`src/tks_pkg.sv`:
```
// Shared constants and types of the touch key scan counter block.
// Assumes a 32-bit classic Wishbone slave with byte addresses.
package tks_pkg;

  // Word-aligned register byte offsets
  localparam logic [7:0] OFS_PRELOAD = 8'h00;
  localparam logic [7:0] OFS_CTL0    = 8'h04;
  localparam logic [7:0] OFS_CTL1    = 8'h08;
  localparam logic [7:0] OFS_REF_LO  = 8'h0C;
  localparam logic [7:0] OFS_REF_HI  = 8'h10;
  localparam logic [7:0] OFS_KEY_LO  = 8'h14;
  localparam logic [7:0] OFS_KEY_HI  = 8'h18;
  localparam logic [7:0] OFS_CAP_LO  = 8'h1C;
  localparam logic [7:0] OFS_CAP_HI  = 8'h20;
  localparam logic [7:0] OFS_MC0     = 8'h24;
  localparam logic [7:0] OFS_MC1     = 8'h28;
  localparam logic [7:0] OFS_IRQ     = 8'h2C;

  // touch_control_0 fields; B_KEY_SEL is a bit of the MC1 register
  localparam int B_SLOT_OVF = 6;
  localparam int B_START    = 5;
  localparam int B_KEY_OVF  = 4;
  localparam int B_REF_OVF  = 3;
  localparam int B_RSV      = 2;
  localparam int B_KEY_SEL  = 0;

  // Reset values
  localparam logic [1:0] FREQ_RST  = 2'h3;
  localparam logic [7:0] BYTE_RST  = 8'h00;
  localparam logic [9:0] CAP_RST   = 10'h000;

  // Counter limits
  localparam logic [4:0] DIV_LAST  = 5'h1F;
  localparam logic [7:0] SLOT_LAST = 8'hFF;
  localparam logic [2:0] PRE_ZERO  = 3'h0;
  localparam logic [2:0] PRE_ONE   = 3'h1;
  localparam logic [4:0] DIV_ONE   = 5'h01;
  localparam logic [7:0] SLOT_ONE  = 8'h01;

  // Oscillator controls toward the analog front end
  typedef struct packed {
    logic       en;
    logic [1:0] freq;
    logic       key_sel;
    logic [9:0] cap;
  } tks_osc_s;

  // Select code to prescaler mask: f/1, f/2, f/4, f/8
  function automatic logic [2:0] tks_pre_mask(input logic [1:0] sel);
    case (sel)
      2'h0:    tks_pre_mask = 3'h0;
      2'h1:    tks_pre_mask = 3'h1;
      2'h2:    tks_pre_mask = 3'h3;
      default: tks_pre_mask = 3'h7;
    endcase
  endfunction : tks_pre_mask

endpackage : tks_pkg

```
`src/tks_top.sv`:
```
// Touch key scan counters: slot timer, key and reference counters.
// Assumes synchronous oscillator tick pulses and a Wishbone master.
// Functional notes
// - Two key channels, own oscillator each
// - Unit period from 5-bit divider, 32 clocks
// - Slot counter runs preload to overflow
// - Slot overflow sets its flag and irq
// - Software setting slot flag leaves irq
// - Slot overflow stops oscillators and counters
// - Start low clears counters and divider
// - Start low keeps slot counter contents
// - Start rising launches oscillators and counters
// - Key counter overflow sets sticky flag
// - Reference counter overflow sets sticky flag
// - Reference counter clock is system/1,2,4,8
// - Control bit 7 reads zero
// - Counters hold final counts after overflow
// - Oscillator frequency select, reset code 11
module tks_top
  import tks_pkg::*;
(
  input  wire logic        clk_i,       // System clock, 25 MHz
  input  wire logic        rst_i,       // Synchronous reset
  input  wire logic        ce_i,        // Clock enable
  input  wire logic        wb_cyc_i,    // Wishbone cycle
  input  wire logic        wb_stb_i,    // Wishbone strobe
  input  wire logic        wb_we_i,     // Wishbone write
  input  wire logic [7:0]  wb_adr_i,    // Byte address
  input  wire logic [3:0]  wb_sel_i,    // Byte lanes
  input  wire logic [31:0] wb_dat_i,    // Write data
  output logic      [31:0] wb_dat_o,    // Read data
  output logic             wb_ack_o,    // Acknowledge
  input  wire logic [1:0]  key_tick_i,  // Key oscillator pulses
  input  wire logic        slot_tick_i, // Slot clock pulses
  output tks_osc_s         osc_o,       // Oscillator controls
  output logic             irq_o        // Touch irq request flag
);

  //////////////////////////////////////////////////////////////////////
  // State

  typedef struct packed {
    logic        ack;
    logic [31:0] dat;
    logic [7:0]  preload;
    logic        start;
    logic        slot_ovf;
    logic        key_ovf;
    logic        ref_ovf;
    logic        rsv;
    logic [1:0]  ref_sel;
    logic [1:0]  freq;
    logic [9:0]  cap;
    logic [7:0]  mc0;
    logic [7:0]  mc1;
    logic        irq;
    logic        run;
    logic [4:0]  div;
    logic [7:0]  slot;
    logic [2:0]  pre;
  } tks_state_s;

  tks_state_s st_ff;
  tks_state_s nxt_st;

  logic        req;
  logic        wr;
  logic        ctl0_wr;
  logic        start_rise;
  logic        start_nxt;
  logic        cnt_en;
  logic        unit_end;
  logic        slot_evt;
  logic        ref_inc;
  logic        key_inc;
  logic        cnt_clr;
  logic [7:0]  wdat;
  logic [15:0] ref_cnt;
  logic [15:0] key_cnt;
  logic        ref_wrap;
  logic        key_wrap;

  //////////////////////////////////////////////////////////////////////
  // Bus decode

  assign req     = wb_cyc_i && wb_stb_i && !st_ff.ack;
  assign wr      = req && wb_we_i && wb_sel_i[0];
  assign wdat    = wb_dat_i[7:0];
  assign ctl0_wr = wr && (wb_adr_i == OFS_CTL0);

  // Start edge is judged against the stored bit
  assign start_rise = ctl0_wr && wdat[B_START] && !st_ff.start;
  // Start value after this cycle's write, kept off the next-state loop
  assign start_nxt = ctl0_wr ? wdat[B_START] : st_ff.start;
  // Clearing start freezes counting in the same cycle
  assign cnt_en   = st_ff.run && start_nxt;
  assign unit_end = cnt_en && slot_tick_i && (st_ff.div == DIV_LAST);
  assign slot_evt = unit_end && (st_ff.slot == SLOT_LAST);
  assign cnt_clr  = !start_nxt;
  assign ref_inc = cnt_en && ce_i &&
                   ((st_ff.pre & tks_pre_mask(st_ff.ref_sel)) ==
                    tks_pre_mask(st_ff.ref_sel));
  assign key_inc = cnt_en && ce_i &&
                   key_tick_i[st_ff.mc1[B_KEY_SEL]];

  //////////////////////////////////////////////////////////////////////
  // Next state

  always_comb begin
    nxt_st     = st_ff;
    nxt_st.ack = req;
    if (req && !wb_we_i) begin
      nxt_st.dat = '0;
      case (wb_adr_i)
        OFS_PRELOAD: nxt_st.dat[7:0] = st_ff.preload;
        OFS_CTL0: begin
          nxt_st.dat[7:0] = {1'b0, st_ff.slot_ovf, st_ff.start,
                             st_ff.key_ovf, st_ff.ref_ovf, st_ff.rsv,
                             st_ff.ref_sel};
        end
        OFS_CTL1:   nxt_st.dat[1:0] = st_ff.freq;
        OFS_REF_LO: nxt_st.dat[7:0] = ref_cnt[7:0];
        OFS_REF_HI: nxt_st.dat[7:0] = ref_cnt[15:8];
        OFS_KEY_LO: nxt_st.dat[7:0] = key_cnt[7:0];
        OFS_KEY_HI: nxt_st.dat[7:0] = key_cnt[15:8];
        OFS_CAP_LO: nxt_st.dat[7:0] = st_ff.cap[7:0];
        OFS_CAP_HI: nxt_st.dat[1:0] = st_ff.cap[9:8];
        OFS_MC0:    nxt_st.dat[7:0] = st_ff.mc0;
        OFS_MC1:    nxt_st.dat[7:0] = st_ff.mc1;
        OFS_IRQ:    nxt_st.dat[0]   = st_ff.irq;
        default:    nxt_st.dat      = '0;
      endcase
    end
    if (wr) begin
      case (wb_adr_i)
        OFS_PRELOAD: nxt_st.preload = wdat;
        OFS_CTL0: begin
          // Software may write ones here; a write here never raises irq
          nxt_st.slot_ovf = wdat[B_SLOT_OVF];
          nxt_st.start    = wdat[B_START];
          nxt_st.key_ovf  = wdat[B_KEY_OVF];
          nxt_st.ref_ovf  = wdat[B_REF_OVF];
          nxt_st.rsv      = wdat[B_RSV];
          nxt_st.ref_sel  = wdat[1:0];
        end
        OFS_CTL1:   nxt_st.freq      = wdat[1:0];
        OFS_CAP_LO: nxt_st.cap[7:0]  = wdat;
        OFS_CAP_HI: nxt_st.cap[9:8]  = wdat[1:0];
        OFS_MC0:    nxt_st.mc0       = wdat;
        OFS_MC1:    nxt_st.mc1       = wdat;
        OFS_IRQ:    nxt_st.irq       = wdat[0];
        default:    nxt_st.irq       = st_ff.irq;
      endcase
    end

    // Scan engine
    if (start_rise) begin
      nxt_st.run  = 1'b1;
      nxt_st.slot = st_ff.preload;
    end else if (slot_evt || !nxt_st.start) begin
      nxt_st.run  = 1'b0;
    end
    if (!nxt_st.start) begin
      nxt_st.div = '0;
      nxt_st.pre = PRE_ZERO;
    end else if (cnt_en) begin
      nxt_st.pre = st_ff.pre + PRE_ONE;
      if (slot_tick_i) begin
        nxt_st.div = st_ff.div + DIV_ONE;
      end
      if (unit_end) begin
        nxt_st.slot = st_ff.slot + SLOT_ONE;
      end
    end

    // Hardware set wins over a same-cycle software clear
    if (slot_evt) begin
      nxt_st.slot_ovf = 1'b1;
      nxt_st.irq      = 1'b1;
    end
    if (key_wrap) begin
      nxt_st.key_ovf = 1'b1;
    end
    if (ref_wrap) begin
      nxt_st.ref_ovf = 1'b1;
    end
  end

  always_ff @(posedge clk_i) begin
    if (rst_i) begin
      st_ff         <= '0;
      st_ff.preload <= BYTE_RST;
      st_ff.freq    <= FREQ_RST;
      st_ff.cap     <= CAP_RST;
    end else if (ce_i) begin
      st_ff <= nxt_st;
    end
  end

  //////////////////////////////////////////////////////////////////////
  // Counters

  tks_cnt16 u_key_cnt (
    .clk_i (clk_i),
    .rst_i (rst_i),
    .ce_i  (ce_i),
    .clr_i (cnt_clr),
    .inc_i (key_inc),
    .cnt_o (key_cnt),
    .ovf_o (key_wrap)
  );

  tks_cnt16 u_ref_cnt (
    .clk_i (clk_i),
    .rst_i (rst_i),
    .ce_i  (ce_i),
    .clr_i (cnt_clr),
    .inc_i (ref_inc),
    .cnt_o (ref_cnt),
    .ovf_o (ref_wrap)
  );

  //////////////////////////////////////////////////////////////////////
  // Outputs

  assign wb_ack_o      = st_ff.ack;
  assign wb_dat_o      = st_ff.dat;
  assign irq_o         = st_ff.irq;
  assign osc_o.en      = st_ff.run;
  assign osc_o.freq    = st_ff.freq;
  assign osc_o.key_sel = st_ff.mc1[B_KEY_SEL];
  assign osc_o.cap     = st_ff.cap;
endmodule : tks_top

```
`src/tks_cnt16.sv`:
```
// 16-bit event counter with clear and wrap-around overflow pulse.
// Assumes inc_i and clr_i are synchronous single-cycle qualifiers.
module tks_cnt16
  import tks_pkg::*;
(
  input  wire logic        clk_i, // System clock
  input  wire logic        rst_i, // Synchronous reset
  input  wire logic        ce_i,  // Clock enable
  input  wire logic        clr_i, // Hold at zero
  input  wire logic        inc_i, // Count one event
  output logic [15:0]      cnt_o, // Current count
  output logic             ovf_o  // Wrap this cycle
);

  typedef struct packed {
    logic [15:0] cnt;
  } tks_cnt_s;

  localparam logic [15:0] CNT_ONE = 16'h0001;

  tks_cnt_s cnt_ff;
  tks_cnt_s nxt_cnt;

  always_comb begin
    nxt_cnt = cnt_ff;
    if (clr_i) begin
      nxt_cnt.cnt = '0;
    end else if (inc_i) begin
      nxt_cnt.cnt = cnt_ff.cnt + CNT_ONE;
    end
  end

  always_ff @(posedge clk_i) begin
    if (rst_i) begin
      cnt_ff <= '0;
    end else if (ce_i) begin
      cnt_ff <= nxt_cnt;
    end
  end

  assign cnt_o = cnt_ff.cnt;
  assign ovf_o = inc_i && !clr_i && (&cnt_ff.cnt);

endmodule : tks_cnt16

```
`config.mk`:
```
export PLATFORM = sky130hd
export DESIGN_NAME = tks_top
export DESIGN_NICKNAME = d
export VERILOG_FILES = /design/src/tks_pkg.sv /design/src/tks_top.sv /design/src/tks_cnt16.sv
export SDC_FILE = /design/constraint.sdc
export NUM_CORES = 1
export LEC_CHECK = 0
export BUFFER_PORTS_ARGS = -buffer_cell sky130_fd_sc_hd__clkbuf_2
export CORE_MARGIN = 1
export CORE_UTILIZATION = 60
export CTS_BUF_LIST = sky130_fd_sc_hd__clkbuf_2
export DETAILED_ROUTE_END_ITERATION = 8
export PLACE_DENSITY = 0.84
export RECOVER_POWER = 25
export SYNTH_ARGS = -nofsm -noshare
export SYNTH_HDL_FRONTEND = slang
export SYNTH_SLANG_ARGS = --single-unit
```
`constraint.sdc`:
```
create_clock -name clk_i -period 6.25 [get_ports clk_i]
set_input_delay 0.9375 -clock clk_i [delete_from_list [all_inputs] [get_ports clk_i]]
set_output_delay 0.9375 -clock clk_i [all_outputs]
set_load 0.05 [all_outputs]
```
After elaboration in Yosys (flattened, before gate mapping)
Index checks and enable logic that the tools add are counted.
- latch bits: 0
- input bits: 53
- flip-flop bits (word level): 102
- output and inout port bits: 48
- memories: 0
- bits in writable memories: 0
- memory bits (read-only): 0
- divide/modulo/power cells: 0
- shift operators: 0
- order comparisons: 1
- $mul: 0
- add/subtract/negate cells: 5
- reductions and logical operators: 53
- mux-type cells: 32
- equality and inequality tests: 20
- bitwise operators: 1
- operator list (operator ; count):
    2-to-1 mux 16 bit ; 5
    case mux 6 bit (9 select lines) ; 1
    2-to-1 mux 8 bit ; 6
    2-to-1 mux 36 bit ; 1
    AND reduction 3 bit ; 12
    adder 16 x 1 -> 16 bit, second input constant ; 2
    equality test 8 x 5 -> 1 bit, second input constant ; 4
    equality test 8 x 6 -> 1 bit, second input constant ; 4
    AND reduction 16 bit ; 2
    logical AND 1 bit ; 19
    equality test 8 x 4 -> 1 bit, second input constant ; 2
    nonzero test 2 bit ; 8
    case mux 1 bit (12 select lines) ; 1
    case mux 1 bit (11 select lines) ; 1
    2-to-1 mux 1 bit ; 10
    2-to-1 mux 5 bit ; 2
    AND reduction 2 bit ; 5
    case mux 3 bit (3 select lines) ; 1
    adder 8 x 1 -> 8 bit, second input constant ; 1
    equality test 8 x 3 -> 1 bit, second input constant ; 1
    equality test 8 bit, second input constant ; 1
    zero test 8 bit ; 1
    2-to-1 mux 7 bit ; 1
    inequality test 2 x 1 -> 1 bit, second input constant ; 3
    other kinds (14) ; 18

Longest topological paths before layout
- word-level depth: 13
- mapped depth: 9
- depth with buffers taken out: 8

Hierarchy
Synthesis repeated with hierarchy kept, for this count alone.
- cell total of the unflattened synthesis: 699
- area total of the unflattened synthesis: 5995.8 um^2
- by module, submodules not included (module ; cells an instance ; times used ; area an instance (um^2) ; seq. area each (um^2)):
    tks_top ; 515 ; 1 ; 4466.8 ; 1401.3
    tks_cnt16 ; 92 ; 2 ; 764.5 ; 320.3

Worst setup path after synthesis
No wires, ideal clock.
- kind: input to register
- start: input port wb_adr_i[5]
- end: register st_ff[5] (netlist name)
- cell stages on the path: 7
- data arrival time: 2.718 ns
- library setup time: 0.129 ns
- data required time: 6.121 ns
- path buffers: 2
- setup slack: 3.403 ns
- path through: buf_6 > or4_4 > buf_6 > nor4_4 > mux2_1 > mux2i_1 > o32ai_1
- word-level cells in the longest chain between the ends: 9
- ends and longest elaborated chain (item ; RTL line ; RTL):
    from (decl) ; tks_top.sv:28 ; input wire logic [7:0] wb_adr_i,
    equality test 8 x 3 -> 1 bit (*) ; tks_top.sv:89, tks_top.sv:135 ;
    logical AND 1 bit ; tks_top.sv:89 ; assign ctl0_wr = wr && (wb_adr_i == OFS_CTL0);
    2-to-1 mux 1 bit ; tks_top.sv:94 ; assign start_nxt = ctl0_wr ? wdat[B_START] : st_ff.start;
    logical AND 1 bit ; tks_top.sv:96 ; assign cnt_en = st_ff.run && start_nxt;
    logical AND 1 bit (2 in a row) ; tks_top.sv:97 ; assign unit_end = cnt_en && slot_tick_i && (st_ff.div == DIV_LAST);
    2-to-1 mux 8 bit ; tks_top.sv:171 ; if (unit_end) begin
    2-to-1 mux 16 bit ; tks_top.sv:166 ; end else if (cnt_en) begin
    2-to-1 mux 8 bit (*) ; tks_top.sv:163 ; if (!nxt_st.start) begin
    to (signal assigned) ; tks_top.sv:196 ; st_ff <= nxt_st;
    to (decl) ; tks_top.sv:63 ; tks_state_s st_ff;
Mark *: on every way between the ends. The rest lies on a longest branch, timed or not. The select of a mux whose other input is x is not followed.
A chain may end at the register's enable or synchronous reset.

Worst setup path after layout
- start: input port ce_i
- end: register st_ff, in the netlist wb_dat_o[6]
- word-level cells in the longest chain between the ends: 1
- ends and longest elaborated chain (item ; RTL line ; RTL):
    from (decl) ; tks_top.sv:24 ; input wire logic ce_i,
    AND reduction 2 bit (no line) ; n/a ;
Every way passes these cells.

==> impl_summary.log <==
[metrics] Tot GR Track Use: 32.46%
[metrics] Layout Nets: between 800 and 900
[metrics] power density normalized to cell area: approximately 180 mW/mm^2
[metrics] number of remaining DRC errors: 0
[metrics] Detailed Route Iter0 Violations: roughly 590
[metrics] DIE HEIGHT: 102.8 um
[metrics] I/O Pins: roughly 100
[metrics] highest ir drop seen on vdd: approximately 130 uV
[metrics] post-route clock period utilization: 58.60%
[metrics] overall power consumption: about 1.1 mW
[metrics] area growth from synthesis to final layout: 1.766%
[metrics] most used flip-flop cell after synthesis: dfxtp_1
[metrics] worst-margin pin slew: around 1600 ps
[metrics] number of cell instances on the worst register-to-register path: 5
[metrics] Site Rows: 36
[metrics] EDFF count, synth: 0
[metrics] GRT Residual Overflow: 0
[metrics] Buffers on Ports: 49
[metrics] total instance count after detailed placement: just under 900
[metrics] number of cells on the worst hold path: 2
[metrics] deepest clock path buffer count: 2
[metrics] violations in the final reports: capacitance limit, slew limit
[metrics] post-DR vias/cell: between 6 and 7
[metrics] count of hold buffers inserted by post-cts repair: 0
[metrics] startpoint of the most critical register-to-register path: wb_ack_o
[metrics] cell count after synthesis: between 700 and 800
[metrics] wire length of the first global-routing pass: between 20,000 and 30,000 um
[metrics] Max-Cap Viols: 1
[metrics] Post-Layout Inst Area: 0.006201 sq mm
[metrics] Post-CTS Setup Bufs: 0
[metrics] R2R Setup Slk: 3240 ps
[metrics] pre-CTS setup slack: roughly 2300 ps
[metrics] DP Wirelength: 11,860 um
[metrics] class of the most critical setup path: input port to flip-flop
[metrics] fraction of post-synthesis cell area in the top cell type by area: between 30% and 40%
[metrics] proportion of register bits with asynchronous set or reset after synthesis: 0%
[metrics] Routability Congestion: about 0.92
[metrics] root cell of the clock tree: clkbuf_2
[metrics] max-slew violation count: 9
[metrics] worst hold path class: flip-flop to flip-flop
[metrics] average instance area after synthesis: 8.179 sq um
[metrics] diode count: 0
[metrics] post-synthesis instance area: about 0.0061 sq mm
[metrics] Post-CTS Resized: 0
[metrics] arrival time of data at the critical path endpoint: between 4000 and 5000 ps
[metrics] maximum number of pins on one net before global-route repair: 63
[metrics] post-synthesis sequential element count: 102
[metrics] Worst-Skew Late Latency: ~600 ps
[metrics] clock net sink count: 102
[metrics] capture instance of the worst register-to-register path: st_ff[4]
[metrics] Worst Setup Start Kind: input port
[metrics] clock transition at the register clock pins on the worst setup and hold paths after CTS: around 300 ps
[metrics] Warnings, synthesis: 0
[metrics] length of the first detailed-routing pass in iterations: 6
[metrics] initial core utilization: between 60% and 70%
[metrics] cell leakage power: 2.063 nW
[metrics] number of antenna violations at the first check in global routing: 0
[metrics] floorplan die area: 0.01056 sq mm
[metrics] share of final-layout standard cells stronger than drive strength 1: 10.24%
[metrics] library cells used by synthesis: just under 70
[metrics] TNS Setup: 0 ps
[metrics] Routed Antenna Nets: 0
[metrics] start point of the worst hold path: wb_dat_o[3]
[metrics] maximum clock rate: roughly 0.27 GHz
[metrics] placed inst area: between 0.006 and 0.007 sq mm
[metrics] RSZ-0062 raised after global routing: false
[metrics] fin cells: around 900
[metrics] CP max FO: 27
[metrics] CP Data Required Time: 6770 ps
[metrics] Worst Slack Setup Final: about 2600 ps
[metrics] wirelength, routed: roughly 17,000 um
[metrics] Final setup violation count: 0
[metrics] hold-critical path endpoint: wb_dat_o[3]
[metrics] number of buffers added by the clock tree synthesis step: 9
[metrics] Yosys top cell by area: dfxtp_1
[metrics] CTS tree: built
[metrics] result of the run: complete, but fails checks
[metrics] slew margin rel.: -4.846%
[metrics] largest clock skew in the final design: 41.51 ps
[metrics] average detailed-routed wire length per instance: 18.99 um
[metrics] core region area: between 0.009 and 0.01 sq mm
[metrics] detailed-route via count: 5,827
[metrics] cell types occupying the most area after synthesis: dfxtp_1 (34%), mux2i_1 (11%), buf_4 (5.9%), nand2_1 (5.2%), a21oi_1 (4.0%)
[metrics] kind of end point of the critical path: flip-flop
[metrics] sequential element share of the synthesized area: between 30 and 40%
[metrics] time the final worst path needs with I/O delays and setup: around 3700 ps
[metrics] die width: ~100 um
[metrics] Hold Fails Final Rpt: 0
[metrics] number of levels the H-tree was split into: 3
[metrics] via count of the first global-routing pass: 5,067
[final cells by class]
type	instances	area (sq um)
Clock inverter	6	68.82
Tap cell	133	166.4
Inverter	18	67.56
Multi-Input combinational cell	557	3511
Clock buffer	10	50.05
Fill cell	881	3618
Timing Repair Buffer	59	295.3
Sequential cell	102	2042
[cell usage in the layout, fill, tap and decap left out, types with 11 or more instances in the layout]
cell type  instances
a21oi_1           49
a22oi_1           15
a31oi_1           15
clkbuf_1          20
clkbuf_2          39
conb_1            24
dfxtp_1          102
inv_1             18
mux2i_1           64
nand2_1           84
nand2b_1          24
nand3_1           40
nand4_1           11
nor2_1            58
nor3_1            11
o21ai_0           29
[power breakdown]
part	internal (mW)	switching, mW
clock network	0.0971	0.237
registers	0.655	0.00147
logic	0.0231	0.0991
total	0.775	0.338
[logic make-up (layout without fill, tap and decap cells)]
logic type               count (synthesis)  in the layout  share of synthesized area, %
AO/OA/AOI/OAI                          171            171                         18.56
buffers and inverters                  109             93                         10.23
other                                    1             24                       0.06154
AND/OR/NAND/NOR                        283            283                         24.23
adder cells (fa/ha/maj)                  6              6                         1.232
multiplexers                            73             73                         12.18
flip-flops                             102            102                         33.51
[stage by stage]
step	hold WS (ps)	utilization, %
3_3_place_gp	435.7	62.31
5_1_grt	503.8	63.15
6_report	481.3	63.15
2_1_floorplan	426.3	-
3_5_place_dp	443.7	62.31
4_1_cts	487.5	63.52
[worst max path at each step]
stage             endpoint  cells past startpoint        start
2_1_floorplan     st_ff[5]                      7  wb_adr_i[5]
3_3_place_gp      st_ff[4]                      7  wb_adr_i[3]
3_5_place_dp      st_ff[4]                      7  wb_adr_i[3]
4_1_cts           st_ff[4]                      7  wb_adr_i[3]
5_1_grt        wb_dat_o[6]                      5         ce_i
6_report       wb_dat_o[6]                      5         ce_i
[layer usage]
metal	routed length (um)	vias up	part of all wire [%]	global-route usage [%]
li1	-	2652	-	-
met1	6859	2723	41	44.14
met2	7437	393	44	49.90
met3	1775	59	11	4.203
met4	732	0	4.4	18.09
met5	0	-	0	0
[worst max-delay path, cell delays in order]
cell	delay (ps)
clkbuf_1	890
inv_1	520
nor3_1	1020
o2111ai_1	530
o21ai_0	280
[cell usage after synthesis, types with 4 or more instances]
cell         n
nand2b_1    24
buf_4       48
o32ai_1      5
nor3_1      10
a211oi_1     7
a31oi_1     15
or4_1        6
o22ai_1      7
o31ai_1      6
nor2_1      58
inv_1       18
or3_1        6
mux2i_1     64
a22oi_1     15
mux2_1       5
and4_1       4
clkbuf_1    31
ha_1         6
a221oi_1     6
a21oi_1     49
o2111ai_1    4
buf_2        9
and2_1       5
mux2_2       4
o21ai_0     29
nand3_1     40
and3_1      10
nand2_1     84
nand4_1     11
dfxtp_1    102
[state kept, by name, summed over array words and instances, names as in the netlist]
name	cells
irq_o	1
osc_o	14
st_ff	46
u_key_cnt.cnt_o	16
u_ref_cnt.cnt_o	16
wb_ack_o	1
wb_dat_o	8
Note: power is estimated with default switching activity, not from simulation.
